[src/inc/cpu_regs_defines.svh]
// Constants for the core register set.
`ifndef CPU_REGS_DEFINES_SVH
`define CPU_REGS_DEFINES_SVH

`define FLAG_CARRY_BIT    3'd0
`define FLAG_ZERO_BIT     3'd1
`define FLAG_NEG_BIT      3'd2
`define FLAG_PRIO_LO_BIT  3'd3
`define FLAG_HALF_BIT     3'd4
`define FLAG_PRIO_HI_BIT  3'd5
`define FLAG_RESET        8'hE8
`define FLAG_FIXED_MASK   8'hC0
`define STACK_PAGE        8'h01
`define STACK_LOW_RESET   8'hFF
`define IRQ_FRAME_BYTES   3'd5
`define CALL_FRAME_BYTES  3'd2
`define IP_RESET          16'h0000

`endif

[src/inc/cpu_regs_pkg.sv]
// Types for the core register set.
`default_nettype none
package cpu_regs_pkg;
  // Register-file operations driven by the instruction sequencer.
  typedef enum logic [3:0] {
    OP_NONE      = 4'h0,
    OP_WRITE     = 4'h1,
    OP_ALU       = 4'h2,
    OP_SET_CARRY = 4'h3,
    OP_CLR_CARRY = 4'h4,
    OP_SET_PRIO  = 4'h5,
    OP_PUSH      = 4'h6,
    OP_POP       = 4'h7,
    OP_CALL      = 4'h8,
    OP_RET       = 4'h9,
    OP_IRQ       = 4'hA,
    OP_IRQ_RETURN_INSTR      = 4'hB,
    OP_RSP       = 4'hC
  } reg_op_t;
  typedef enum logic [2:0] {
    SEL_WORK  = 3'd0,
    SEL_OFS1  = 3'd1,
    SEL_OFS2  = 3'd2,
    SEL_IPL   = 3'd3,
    SEL_IPH   = 3'd4,
    SEL_FLAG  = 3'd5,
    SEL_SPL   = 3'd6
  } reg_sel_t;
  typedef enum logic [6:0] {
    ST_IDLE = 7'b0000001,
    ST_SAVE = 7'b0000010,
    ST_REST = 7'b0000100,
    ST_CALL = 7'b0001000,
    ST_RET  = 7'b0010000,
    ST_P1   = 7'b0100000,
    ST_P2   = 7'b1000000
  } seq_state_t;
  typedef struct packed {
    logic [7:0]  work_reg;
    logic [7:0]  ofs1_reg;
    logic [7:0]  ofs2_reg;
    logic [15:0] ip_reg;
    logic [7:0]  flag_reg;
    logic [7:0]  spl_reg;
    seq_state_t  state_reg;
    logic [2:0]  cnt_reg;
    logic [7:0]  wdata_reg;
    logic        we_reg;
    logic [15:0] addr_reg;
    logic        re_reg;
  } core_state_t;
endpackage : cpu_regs_pkg
`default_nettype wire

[src/hdl/cpu_core_register_set.sv]
// Architectural register set of the 8-bit core with stack sequencing.
`include "cpu_regs_defines.svh"
`default_nettype none
module cpu_core_register_set
  import cpu_regs_pkg::*;
(
  input  wire logic        clk,
  input  wire logic        arst_n,
  input  wire reg_op_t     op,
  input  wire reg_sel_t    sel,
  input  wire logic        prefix_second,
  input  wire logic [7:0]  wr_data,
  input  wire logic [15:0] ip_wr_data,
  input  wire logic        ip_wr,
  input  wire logic [7:0]  alu_result,
  input  wire logic        alu_carry,
  input  wire logic        alu_half,
  input  wire logic        alu_is_add,
  input  wire logic        alu_carry_upd,
  input  wire logic [1:0]  source_priority_regs,
  input  wire logic [7:0]  stack_rd_data,
  output logic [7:0]       rd_data,
  output logic             busy,
  output logic [15:0]      stack_addr,
  output logic [7:0]       stack_wr_data,
  output logic             stack_we,
  output logic             stack_re,
  output logic [7:0]       working_register,
  output logic [7:0]       first_offset_register,
  output logic [7:0]       second_offset_register,
  output logic [15:0]      instruction_pointer,
  output logic [7:0]       flag_word,
  output logic [15:0]      stack_pointer,
  output logic [1:0]       priority_level
);

  // ****************************************
  // Reset release
  // ****************************************
  logic [1:0] rst_sync_reg;
  logic       rst_n;

  always_ff @(posedge clk or negedge arst_n)
  begin
    if (!arst_n)
      rst_sync_reg <= 2'b00;
    else
      rst_sync_reg <= {rst_sync_reg[0], 1'b1};
  end
  assign rst_n = rst_sync_reg[1];

  // ****************************************
  // State
  // ****************************************
  core_state_t s_reg;
  core_state_t s_next;
  logic [15:0] sp_full;
  logic [7:0]  sp_dec;
  logic [7:0]  sp_inc;
  logic [7:0]  save_byte;
  logic        restore_is_call;

  assign sp_full = {`STACK_PAGE, s_reg.spl_reg};
  assign sp_dec  = s_reg.spl_reg - 8'h01;
  assign sp_inc  = s_reg.spl_reg + 8'h01;

  // Interrupt frame order; the second offset register never appears here.
  always_comb
  begin
    case (s_reg.cnt_reg)
      3'd0:    save_byte = s_reg.ip_reg[7:0];
      3'd1:    save_byte = s_reg.ip_reg[15:8];
      3'd2:    save_byte = s_reg.ofs1_reg;
      3'd3:    save_byte = s_reg.work_reg;
      default: save_byte = s_reg.flag_reg;
    endcase
  end

  always_comb
  begin
    s_next          = s_reg;
    s_next.we_reg   = 1'b0;
    s_next.re_reg   = 1'b0;
    case (s_reg.state_reg)
      ST_IDLE:
      begin
        if (ip_wr)
          s_next.ip_reg = ip_wr_data;
        case (op)
          OP_WRITE:
          begin
            case (sel)
              SEL_WORK: s_next.work_reg = wr_data;
              SEL_OFS1:
              begin
                if (prefix_second)
                  s_next.ofs2_reg = wr_data;
                else
                  s_next.ofs1_reg = wr_data;
              end
              SEL_OFS2: s_next.ofs2_reg = wr_data;
              SEL_IPL:  s_next.ip_reg[7:0] = wr_data;
              SEL_IPH:  s_next.ip_reg[15:8] = wr_data;
              SEL_FLAG: s_next.flag_reg = wr_data | `FLAG_FIXED_MASK;
              SEL_SPL:  s_next.spl_reg = wr_data;
              default:  s_next.work_reg = s_reg.work_reg;
            endcase
          end
          OP_ALU:
          begin
            s_next.flag_reg[`FLAG_NEG_BIT]  = alu_result[7];
            s_next.flag_reg[`FLAG_ZERO_BIT] = (alu_result == 8'h00);
            if (alu_is_add)
              s_next.flag_reg[`FLAG_HALF_BIT] = alu_half;
            if (alu_carry_upd)
              s_next.flag_reg[`FLAG_CARRY_BIT] = alu_carry;
          end
          OP_SET_CARRY: s_next.flag_reg[`FLAG_CARRY_BIT] = 1'b1;
          OP_CLR_CARRY: s_next.flag_reg[`FLAG_CARRY_BIT] = 1'b0;
          OP_SET_PRIO:
          begin
            s_next.flag_reg[`FLAG_PRIO_HI_BIT] = wr_data[1];
            s_next.flag_reg[`FLAG_PRIO_LO_BIT] = wr_data[0];
          end
          OP_RSP: s_next.spl_reg = `STACK_LOW_RESET;
          OP_PUSH:
          begin
            s_next.we_reg    = 1'b1;
            s_next.addr_reg  = sp_full;
            s_next.wdata_reg = wr_data;
            s_next.spl_reg   = sp_dec;
          end
          OP_POP:
          begin
            s_next.spl_reg   = sp_inc;
            s_next.addr_reg  = {`STACK_PAGE, sp_inc};
            s_next.re_reg    = 1'b1;
            s_next.state_reg = ST_P1;
          end
          OP_CALL:
          begin
            s_next.cnt_reg   = 3'd0;
            s_next.state_reg = ST_CALL;
          end
          OP_RET:
          begin
            s_next.cnt_reg   = 3'd0;
            s_next.state_reg = ST_RET;
          end
          OP_IRQ:
          begin
            s_next.cnt_reg   = 3'd0;
            s_next.state_reg = ST_SAVE;
          end
          OP_IRQ_RETURN_INSTR:
          begin
            s_next.cnt_reg   = 3'd0;
            s_next.state_reg = ST_REST;
          end
          default: s_next.state_reg = ST_IDLE;
        endcase
      end
      ST_CALL:
      begin
        s_next.we_reg    = 1'b1;
        s_next.addr_reg  = sp_full;
        s_next.wdata_reg = (s_reg.cnt_reg == 3'd0) ? s_reg.ip_reg[7:0] : s_reg.ip_reg[15:8];
        s_next.spl_reg   = sp_dec;
        s_next.cnt_reg   = s_reg.cnt_reg + 3'd1;
        if (s_reg.cnt_reg + 3'd1 == `CALL_FRAME_BYTES)
        begin
          s_next.ip_reg    = ip_wr_data;
          s_next.state_reg = ST_IDLE;
        end
      end
      ST_SAVE:
      begin
        s_next.we_reg    = 1'b1;
        s_next.addr_reg  = sp_full;
        s_next.wdata_reg = save_byte;
        s_next.spl_reg   = sp_dec;
        s_next.cnt_reg   = s_reg.cnt_reg + 3'd1;
        if (s_reg.cnt_reg + 3'd1 == `IRQ_FRAME_BYTES)
        begin
          s_next.flag_reg[`FLAG_PRIO_HI_BIT] = source_priority_regs[1];
          s_next.flag_reg[`FLAG_PRIO_LO_BIT] = source_priority_regs[0];
          s_next.ip_reg    = ip_wr_data;
          s_next.state_reg = ST_IDLE;
        end
      end
      ST_RET, ST_REST:
      begin
        s_next.spl_reg   = sp_inc;
        s_next.addr_reg  = {`STACK_PAGE, sp_inc};
        s_next.re_reg    = 1'b1;
        s_next.state_reg = ST_P2;
      end
      ST_P1:
      begin
        // Pop completion: byte lands in the selected work, offset or flag register; other selections drop it.
        case (sel)
          SEL_WORK: s_next.work_reg = stack_rd_data;
          SEL_OFS1:
          begin
            if (prefix_second)
              s_next.ofs2_reg = stack_rd_data;
            else
              s_next.ofs1_reg = stack_rd_data;
          end
          SEL_OFS2: s_next.ofs2_reg = stack_rd_data;
          SEL_FLAG: s_next.flag_reg = stack_rd_data | `FLAG_FIXED_MASK;
          default:  s_next.work_reg = s_reg.work_reg;
        endcase
        s_next.state_reg = ST_IDLE;
      end
      ST_P2:
      begin
        // Restoration runs in reverse of the save order.
        s_next.cnt_reg = s_reg.cnt_reg + 3'd1;
        if (s_reg.addr_reg[15:8] == `STACK_PAGE && s_reg.we_reg == 1'b0)
        begin
          if (s_next.cnt_reg == 3'd0)
            s_next.cnt_reg = 3'd0;
        end
        s_next.state_reg = ST_IDLE;
        if (s_reg.cnt_reg[2] == 1'b0 && op != OP_RET)
          s_next.state_reg = ST_IDLE;
      end
      default: s_next.state_reg = ST_IDLE;
    endcase
    if (s_reg.state_reg == ST_P2)
    begin
      s_next.state_reg = ST_IDLE;
      if (!restore_is_call)
      begin
        case (s_reg.cnt_reg)
          3'd0: s_next.flag_reg = stack_rd_data | `FLAG_FIXED_MASK;
          3'd1: s_next.work_reg = stack_rd_data;
          3'd2: s_next.ofs1_reg = stack_rd_data;
          3'd3: s_next.ip_reg[15:8] = stack_rd_data;
          default: s_next.ip_reg[7:0] = stack_rd_data;
        endcase
        if (s_reg.cnt_reg != `IRQ_FRAME_BYTES - 3'd1)
          s_next.state_reg = ST_REST;
      end
      else
      begin
        if (s_reg.cnt_reg == 3'd0)
          s_next.ip_reg[15:8] = stack_rd_data;
        else
          s_next.ip_reg[7:0] = stack_rd_data;
        if (s_reg.cnt_reg != `CALL_FRAME_BYTES - 3'd1)
          s_next.state_reg = ST_RET;
      end
    end
  end

  // Remembers whether the running restore is a call return.
  logic restore_is_call_reg;
  always_ff @(posedge clk or negedge rst_n)
  begin
    if (!rst_n)
      restore_is_call_reg <= 1'b0;
    else if (s_reg.state_reg == ST_IDLE && op == OP_RET)
      restore_is_call_reg <= 1'b1;
    else if (s_reg.state_reg == ST_IDLE && op == OP_IRQ_RETURN_INSTR)
      restore_is_call_reg <= 1'b0;
  end
  assign restore_is_call = restore_is_call_reg;

  always_ff @(posedge clk or negedge rst_n)
  begin
    if (!rst_n)
    begin
      s_reg           <= '0;
      s_reg.state_reg <= ST_IDLE;
      s_reg.ip_reg    <= `IP_RESET;
      s_reg.flag_reg  <= `FLAG_RESET;
      s_reg.spl_reg   <= `STACK_LOW_RESET;
    end
    else
      s_reg <= s_next;
  end

  // ****************************************
  // Outputs
  // ****************************************
  always_comb
  begin
    case (sel)
      SEL_WORK: rd_data = s_reg.work_reg;
      SEL_OFS1: rd_data = prefix_second ? s_reg.ofs2_reg : s_reg.ofs1_reg;
      SEL_OFS2: rd_data = s_reg.ofs2_reg;
      SEL_IPL:  rd_data = s_reg.ip_reg[7:0];
      SEL_IPH:  rd_data = s_reg.ip_reg[15:8];
      SEL_FLAG: rd_data = s_reg.flag_reg;
      SEL_SPL:  rd_data = s_reg.spl_reg;
      default:  rd_data = 8'h00;
    endcase
  end

  // Level from the upper and lower priority bits.
  always_comb
  begin
    case ({s_reg.flag_reg[`FLAG_PRIO_HI_BIT], s_reg.flag_reg[`FLAG_PRIO_LO_BIT]})
      2'b10:   priority_level = 2'd0;
      2'b01:   priority_level = 2'd1;
      2'b00:   priority_level = 2'd2;
      default: priority_level = 2'd3;
    endcase
  end

  assign busy                   = (s_reg.state_reg != ST_IDLE);
  assign stack_addr             = s_reg.addr_reg;
  assign stack_wr_data          = s_reg.wdata_reg;
  assign stack_we               = s_reg.we_reg;
  assign stack_re               = s_reg.re_reg;
  assign working_register       = s_reg.work_reg;
  assign first_offset_register  = s_reg.ofs1_reg;
  assign second_offset_register = s_reg.ofs2_reg;
  assign instruction_pointer    = s_reg.ip_reg;
  assign flag_word              = s_reg.flag_reg;
  assign stack_pointer          = sp_full;

endmodule : cpu_core_register_set
`default_nettype wire

[config.mk]
export PLATFORM = sky130hd
export DESIGN_NAME = cpu_core_register_set
export DESIGN_NICKNAME = d
export VERILOG_FILES = /design/src/inc/cpu_regs_pkg.sv /design/src/hdl/cpu_core_register_set.sv
export VERILOG_INCLUDE_DIRS = /design/src /design/src/inc
export SDC_FILE = /design/constraint.sdc
export NUM_CORES = 1
export LEC_CHECK = 0
export BUFFER_PORTS_ARGS = -buffer_cell sky130_fd_sc_hd__buf_2
export CAP_MARGIN = 20
export CORE_ASPECT_RATIO = 1.4
export CORE_UTILIZATION = 51
export CTS_CLUSTER_DIAMETER = 100
export DETAILED_ROUTE_END_ITERATION = 10
export GPL_TIMING_DRIVEN = 0
export PLACE_DENSITY = 0.78
export RECOVER_POWER = 25
export SLEW_MARGIN = 15
export SYNTH_ARGS = -nofsm -noshare
export SYNTH_HDL_FRONTEND = slang
export SYNTH_SLANG_ARGS = --single-unit
[constraint.sdc]
create_clock -name clk -period 2.55 [get_ports clk]
set_clock_uncertainty 0.15 [all_clocks]
set_input_delay 0.3825 -clock clk [delete_from_list [all_inputs] [get_ports clk]]
set_output_delay 0.3825 -clock clk [all_outputs]
set_load 0.05 [all_outputs]
==> results of run 1 <==
per-stage QoR:
step	hold slack, ns	setup slack (ns)
2_1_floorplan	-0.0631	-0.0827
3_3_place_gp	0.0191	-0.375
3_5_place_dp	0.0200	-0.426
4_1_cts	0.179	0.00663
5_1_grt	0.192	-0.0430
6_report	0.179	-0.0129
layout make-up:
type,count,area (µm²),area share [%]
clock buffers,10,239,2.64
plain buffers,138,937,10.3
well taps,185,231,2.56
multi-input cells,630,4420,48.8
repair buffers,149,817,9.02
flip-flops and latches,88,2230,24.6
clock inverters,6,91.3,1.01
inverters,25,96.3,1.06
cells by family (layout without fill, tap and decap cells):
family,count (synthesis),after routing,share of synthesized area (%)
AND/OR/NAND/NOR,251,251,17.6
multiplexers,52,52,7.49
flip-flops,88,88,30.0
buffers and inverters,173,328,13.8
adder cells (fa/ha/maj),11,11,1.86
XOR/XNOR,17,17,2.01
AO/OA/AOI/OAI,282,283,27.2
other,2,16,0.101
worst paths after layout:
kind | to | slack [ns]
worst max register to register | instruction_pointer[11] | -0.01
worst max-delay path | instruction_pointer[11] | -0.01
max in group asynchronous | flag_word[3] | 1.29
min in group asynchronous | rst_sync_reg[1] | 0.19
worst min register to register | rst_sync_reg[1] | 0.20
worst min-delay path | instruction_pointer[6] | 0.18
cells in the final DEF, fill, tap and decap left out, drive strengths merged, types with 4 or more instances in the layout:
cell / instances
nand2b: 8
nor2b: 7
inv: 25
nand2: 66
a22o: 23
xnor2: 9
a21o: 21
mux2i: 43
a222oi: 18
nand3: 22
o22ai: 9
nor3: 17
clkinv: 4
o211ai: 8
mux2: 7
conb: 16
or3: 7
buf: 256
o21ai: 54
a22oi: 9
xor2: 8
ha: 11
a211oi: 8
a221oi: 23
nor2: 85
dfrtp: 75
a31oi: 6
nor3b: 4
nor4: 7
clkbuf: 40
dfstp: 13
nor4b: 4
a221o: 7
a21oi: 61
o22a: 10
power by group:
part | internal, mW | switching, mW
clock | 0.891 | 0.597
combinational | 2.01 | 3.49
sequential | 1.91 | 0.868
routing by layer:
metal,GRT usage [%],share of wire [%],routed length (µm),vias to the layer above
met5,0,0,0,-
met4,26.6,8.2,2320,0
met3,4.96,10,2810,190
met2,63.7,47,13100,657
met1,42.3,35,9910,3685
li1,-,-,-,3479
timing repair:
action | 4_1_cts | 5_1_grt
hold endpoints to repair | 2 | 0
setup buffers | 7 | 4
cloned | 1 | 0
pin swaps | 5 | 3
hold buffers | 1 | 0
gates resized for setup | 37 | 49
endpoints found under the setup margin | 67 | 55
tightest hold or removal path, stage by stage:
cell and delay, ns:
buf_2 0.13, inv_1 0.06, mux2i_1 0.06
==> summary.txt, run 1 <==
Outcome = finished with violations
Failing checks = DRC, setup timing
Final Non-Filler Cells = 1231
Ys async rst share = 100%
Total number of vias = 8011
Worst EP required = 2.64 ns
Setup TNS = -0.0330 ns
Final core utilization = 64.5%
Worst-Margin Slew = 0.786 ns
Routed length per instance = 22.9 µm
Final Hold Vio Count = 0
Post-synthesis sequential area ratio = 30.0%
Post-synth EDFFs = 0
Crit path buf inv count = 3
Most common cell in the synthesized netlist = buf_4
Largest net degree at the start of global routing = 53
HP Start = stack_rd_data[6]
Post-Syn Instances = 876
Die Y = 145 µm
Design area = 0.00906 mm²
Synth area leaders = dfrtp_1 (25%), buf_4 (9.0%), mux2i_1 (5.8%), dfstp_2 (4.6%), nor2_1 (4.3%)
Max-slew headroom = 47.2%
PwrDens = 1080 mW/mm²
DRC viols = 1
Ant diodes = 0
Clock Path Buffers = 2
Most frequent cells after synthesis = buf_4 (89), nor2_1 (84), dfrtp_1 (75)
Hold Path Class = in -> reg
RSZ-0062 raised after global routing = true
Critical path cell sequence = buf_4 -> nor4_2 -> nand3_2 -> clkbuf_4 -> or2_2 -> buf_2 -> o221a_2
F_max = 390 MHz
Post-route clock period utilization = 101%
Die Width = 104 µm
Final wirelength = 28200 µm
H-Tree Depth = 3
Final setup fails = 3
CP peak stage delay = 0.44 ns
Clk pin slew, worst setup/hold paths = 0.07 ns
R2r startpoint = s_reg[34]
Cell taking the most area after synthesis = dfrtp_1
Num CTS Buffers = 9
CP endpoint kind = flop
Placed cell area = 0.00840 mm²
Clock Root Buffer = clkbuf_16
GRT overflow = 0
Synthesis-to-layout area growth = 22.3%
Worst path slowest cell = dfrtp_2
GR Util All Layers = 36.9%
Post-placement cell count = 1212
Slew Limit Fails = 0
Ys Warns = 0
I/O Pins = 158
Max Fanout on Critical Path = 10
CP Launch Type = flop
Max-cap viol count = 0
FP Rows = 51
Hpwl dp = 20700 µm
Yosys reg bits = 88
Fin nets = 1109
Largest register FFs = 16
DRT iter0 DRCs = 871
# port buffers = 136
Clk sinks = 88
Dominant synthesized flop cell = dfrtp_1
Mapped Area = 0.00740 mm²
Distinct cell type count after synthesis = 82
Die area = 0.0150 mm²
Critical path data arrival time = 2.66 ns
First-pass GRT wire length = 41700 µm
Remaining antenna violation count = 0
Initial Utilization = 52.7%
Drt via density = 6.51
Critical path's top delay family = simple AND/OR/NAND/NOR gates
Worst vdd ir = 0.796 mV
Total power = 9.77 mW
Total core area = 0.0140 mm²
Skew-Pair Late Insertion Delay = 0.35 ns
Period minus WS final = 2.56 ns
Syn Area/Cell = 8.45 µm²
Drt first pass iters = 11
Crit. path cell count = 7
CTS tree = yes
Synth top area share = 25.4%
Crit Path Class = reg -> reg
RePlAce Congestion = 0.971
Initial antenna violation count = 0
Lkg Pwr = 4.25 nW
# fillers = 1230
Ratio of cells with drive above 1 in the final layout = 35.3%
CP startpoint = s_reg[34]
Setup ws final = -0.0129 ns
Hold-critical path depth = 3
Reg2Reg Depth = 7
Vias in the first global route = 7366
(Power assumes the default switching activity.)
==> run 2: changes to the inputs <==
CORE_UTILIZATION = 56   (was 51)
PLACE_DENSITY = 0.82   (was 0.78)
clock period = 2.7 ns   (was 2.55 ns; I/O delays follow)
==> run 2 against run 1 <==
Net effect: the flow finishes with violations (capacitance limit, slew limit); first-iteration DRC count is 0.80% higher; register-to-register slack better by 0.11 ns; die area decreased by 8.8%; core utilization increased by 4.2 points; critical path depth shrank 2; critical path type is now reg -> out; setup slack improved by 0.068 ns; sequential power is 9.0% lower.
==> summary.txt, run 2 (synthesis gave the netlist of run 1 again) <==
Outcome = finished with violations (unchanged)
Failing checks = capacitance limit, slew limit (was DRC, setup timing)
RePlAce Congestion = 1.00 (was 0.971)
Hold-critical path depth = 3 (unchanged)
Clock power frac = 14.4% (was 15.2%)
Final Non-Filler Cells = 1196 (was 1231)
Worst EP required = 2.14 ns (was 2.64 ns)
Lkg Pwr = 4.20 nW (was 4.25 nW)
Switching portion of total power = 51.4% (was 50.8%)
Die area = 0.0137 mm² (was 0.0150 mm²)
Commonest cells after routing, fill and taps aside = buf_2 (149), buf_4 (95), nor2_1 (84) (was buf_2 (144), buf_4 (102), nor2_1 (81))
Ant diodes = 0 (unchanged)
Fin nets = 1106 (was 1109)
Max Fanout on Critical Path = 10 (unchanged)
Total number of vias = 7775 (was 8011)
CP Launch Type = flop (unchanged)
Sequential share of power = 27.8% (was 28.5%)
Die Y = 138 µm (was 145 µm)
Setup TNS = 0 ns (was -0.0330 ns)
Drt first pass iters = 10 (was 11)
Met1 Usage GRT = 47.4% (was 42.3%)
R2r startpoint = s_reg[34] (unchanged)
Slew Limit Fails = 39 (was 0)
Worst-Margin Slew = 1.71 ns (was 0.786 ns)
Commonest non-fill, non-tap cell in the layout = buf_2 (unchanged)
Final Hold Vio Count = 0 (unchanged)
Worst vdd ir = 0.936 mV (was 0.796 mV)
Clk sinks = 88 (unchanged)
Largest register FFs = 16 (unchanged)
CP startpoint = s_reg[34] (unchanged)
Clock Path Buffers = 2 (unchanged)
Total power = 9.11 mW (was 9.77 mW)
# port buffers = 136 (unchanged)
Int Pwr = 4.43 mW (was 4.81 mW)
Crit Path Class = reg -> out (was reg -> reg)
GR Util All Layers = 40.6% (was 36.9%)
First-pass GRT wire length = 42100 µm (was 41700 µm)
CP endpoint = busy (was instruction_pointer[11])
Most Crowded Layer GR = met2 (unchanged)
Reg2Reg Depth = 7 (unchanged)
Post-route clock period utilization = 98.0%
Initial antenna violation count = 0 (unchanged)
Drt via density = 6.50 (was 6.51)
I/O Pins = 158 (unchanged)
Skew-Pair Late Insertion Delay = 0.35 ns (about the same)
Area taken by multi-input logic gates = 0.00433 mm² (was 0.00442 mm²)
H-Tree Depth = 3 (unchanged)
Max-slew headroom = -14.2% (was 47.2%)
Routed length per instance = 23.3 µm (was 22.9 µm)
Num CTS Buffers = 9 (unchanged)
Final setup fails = 0 (was 3)
Net Switching = 4.68 mW (was 4.96 mW)
Final wirelength = 27900 µm (was 28200 µm)
Reg2Reg Setup Slack = 0.10 ns (was -0.01 ns)
Critical path data arrival time = 2.09 ns (was 2.66 ns)
Final core utilization = 68.7% (was 64.5%)
Register area = 0.00222 mm² (was 0.00223 mm²)
Largest net degree at the start of global routing = 49 (was 53)
CP endpoint kind = primary output (was flop)
GRT overflow = 0 (unchanged)
GRT met3 Usage = 7.53% (was 4.96%)
DRC viols = 0 (was 1)
Clk pin slew, worst setup/hold paths = 0.07 ns (about the same)
Synthesis-to-layout area growth = 19.5% (was 22.3%)
Post-placement cell count = 1180 (was 1212)
Worst reg2reg path endpoint = flag_word[2] (was instruction_pointer[11])
Hold Path Class = in -> reg (unchanged)
Period minus WS final = 2.64 ns
Initial Utilization = 57.5% (was 52.7%)
HP Start = stack_rd_data[7] (was stack_rd_data[6])
DRT iter0 DRCs = 878 (was 871)
RSZ-0062 raised after global routing = false (was true)
F_max = 378 MHz
Worst hold slack = 0.207 ns (was 0.179 ns)
Total core area = 0.0129 mm² (was 0.0140 mm²)
# fillers = 1141 (was 1230)
Vias in the first global route = 7409 (was 7366)
Max-cap viol count = 1 (was 0)
Placed cell area = 0.00836 mm² (was 0.00840 mm²)
Remaining antenna violation count = 0 (unchanged)
Setup ws final = 0.0550 ns (was -0.0129 ns)
Hpwl dp = 21000 µm (was 20700 µm)
Design area = 0.00885 mm² (was 0.00906 mm²)
Ratio of cells with drive above 1 in the final layout = 32.5% (was 35.3%)
CTS tree = yes (unchanged)
FP Rows = 49 (was 51)
Die Width = 99.2 µm (was 104 µm)
Clock Root Buffer = clkbuf_16 (unchanged)
Dpl ws = -0.357 ns (was -0.426 ns)
Met2 Use GR = 65.7% (was 63.7%)
Gate power share = 57.8% (was 56.3%)
PwrDens = 1030 mW/mm² (was 1080 mW/mm²)
==> run 2: cell types whose count changed in the layout (fill, tap and decap cells not counted), sizes merged <==
cell,delta
a21oi,-1
buf,-4
bufinv,-1
clkbuf,+1
clkinv,-1
clkinvlp,+1
inv,+2
==> run 2: layout make-up <==
class                      instances  area share [%]
multi-input combinational        629            48.9
sequential                        88            25.1
buffer                           141            10.4
timing repair buffer             144            8.92
clock buffer                       9            2.54
tap                              153            2.16
inverter                          25            1.09
clock inverter                     7           0.877
==> run 2: worst min-delay path by stage <==
stage                             endpoint
floorplan                  rst_sync_reg[0]
global placement           rst_sync_reg[0]
detailed placement         rst_sync_reg[0]
CTS                               stack_re
global route               rst_sync_reg[1]
finish              instruction_pointer[7]
==> run 2: layer usage <==
| layer | wire length (µm) | part of all wire, % | vias up |
|---|---|---|---|
| li1 | - | - | 3466 |
| met1 | 9620 | 35 | 3592 |
| met2 | 13200 | 47 | 567 |
| met3 | 2870 | 10 | 150 |
| met4 | 2220 | 8.0 | 0 |
| met5 | 0 | 0 | - |
==> run 2: what timing repair did <==
action                                 CTS  global route
hold buffers                             1             0
endpoints found under the hold margin    2             0
gates resized for setup                 24            17
pin swaps                                2             3
buffers inserted                         3             3
setup endpoints to repair               50            50
==> run 2: power groups by stage <==
| stage | logic, mW | clock network [mW] | registers [mW] |
|---|---|---|---|
| 4_1_cts | 5.21 | 1.31 | 2.43 |
| 5_1_grt | 5.55 | 1.37 | 2.55 |
| 2_1_floorplan | 4.15 | 0 | 2.17 |
| 6_report | 5.26 | 1.31 | 2.53 |
| 3_3_place_gp | 5.05 | 0 | 2.42 |
| 3_5_place_dp | 5.13 | 0 | 2.42 |
==> run 2: worst max-delay path, cell delays in order (launching register included) <==
cell	delay (ns)
dfrtp_1	0.47
or4_4	0.61
nor2_4	0.14
inv_4	0.11
buf_4	0.20
buf_4	0.20
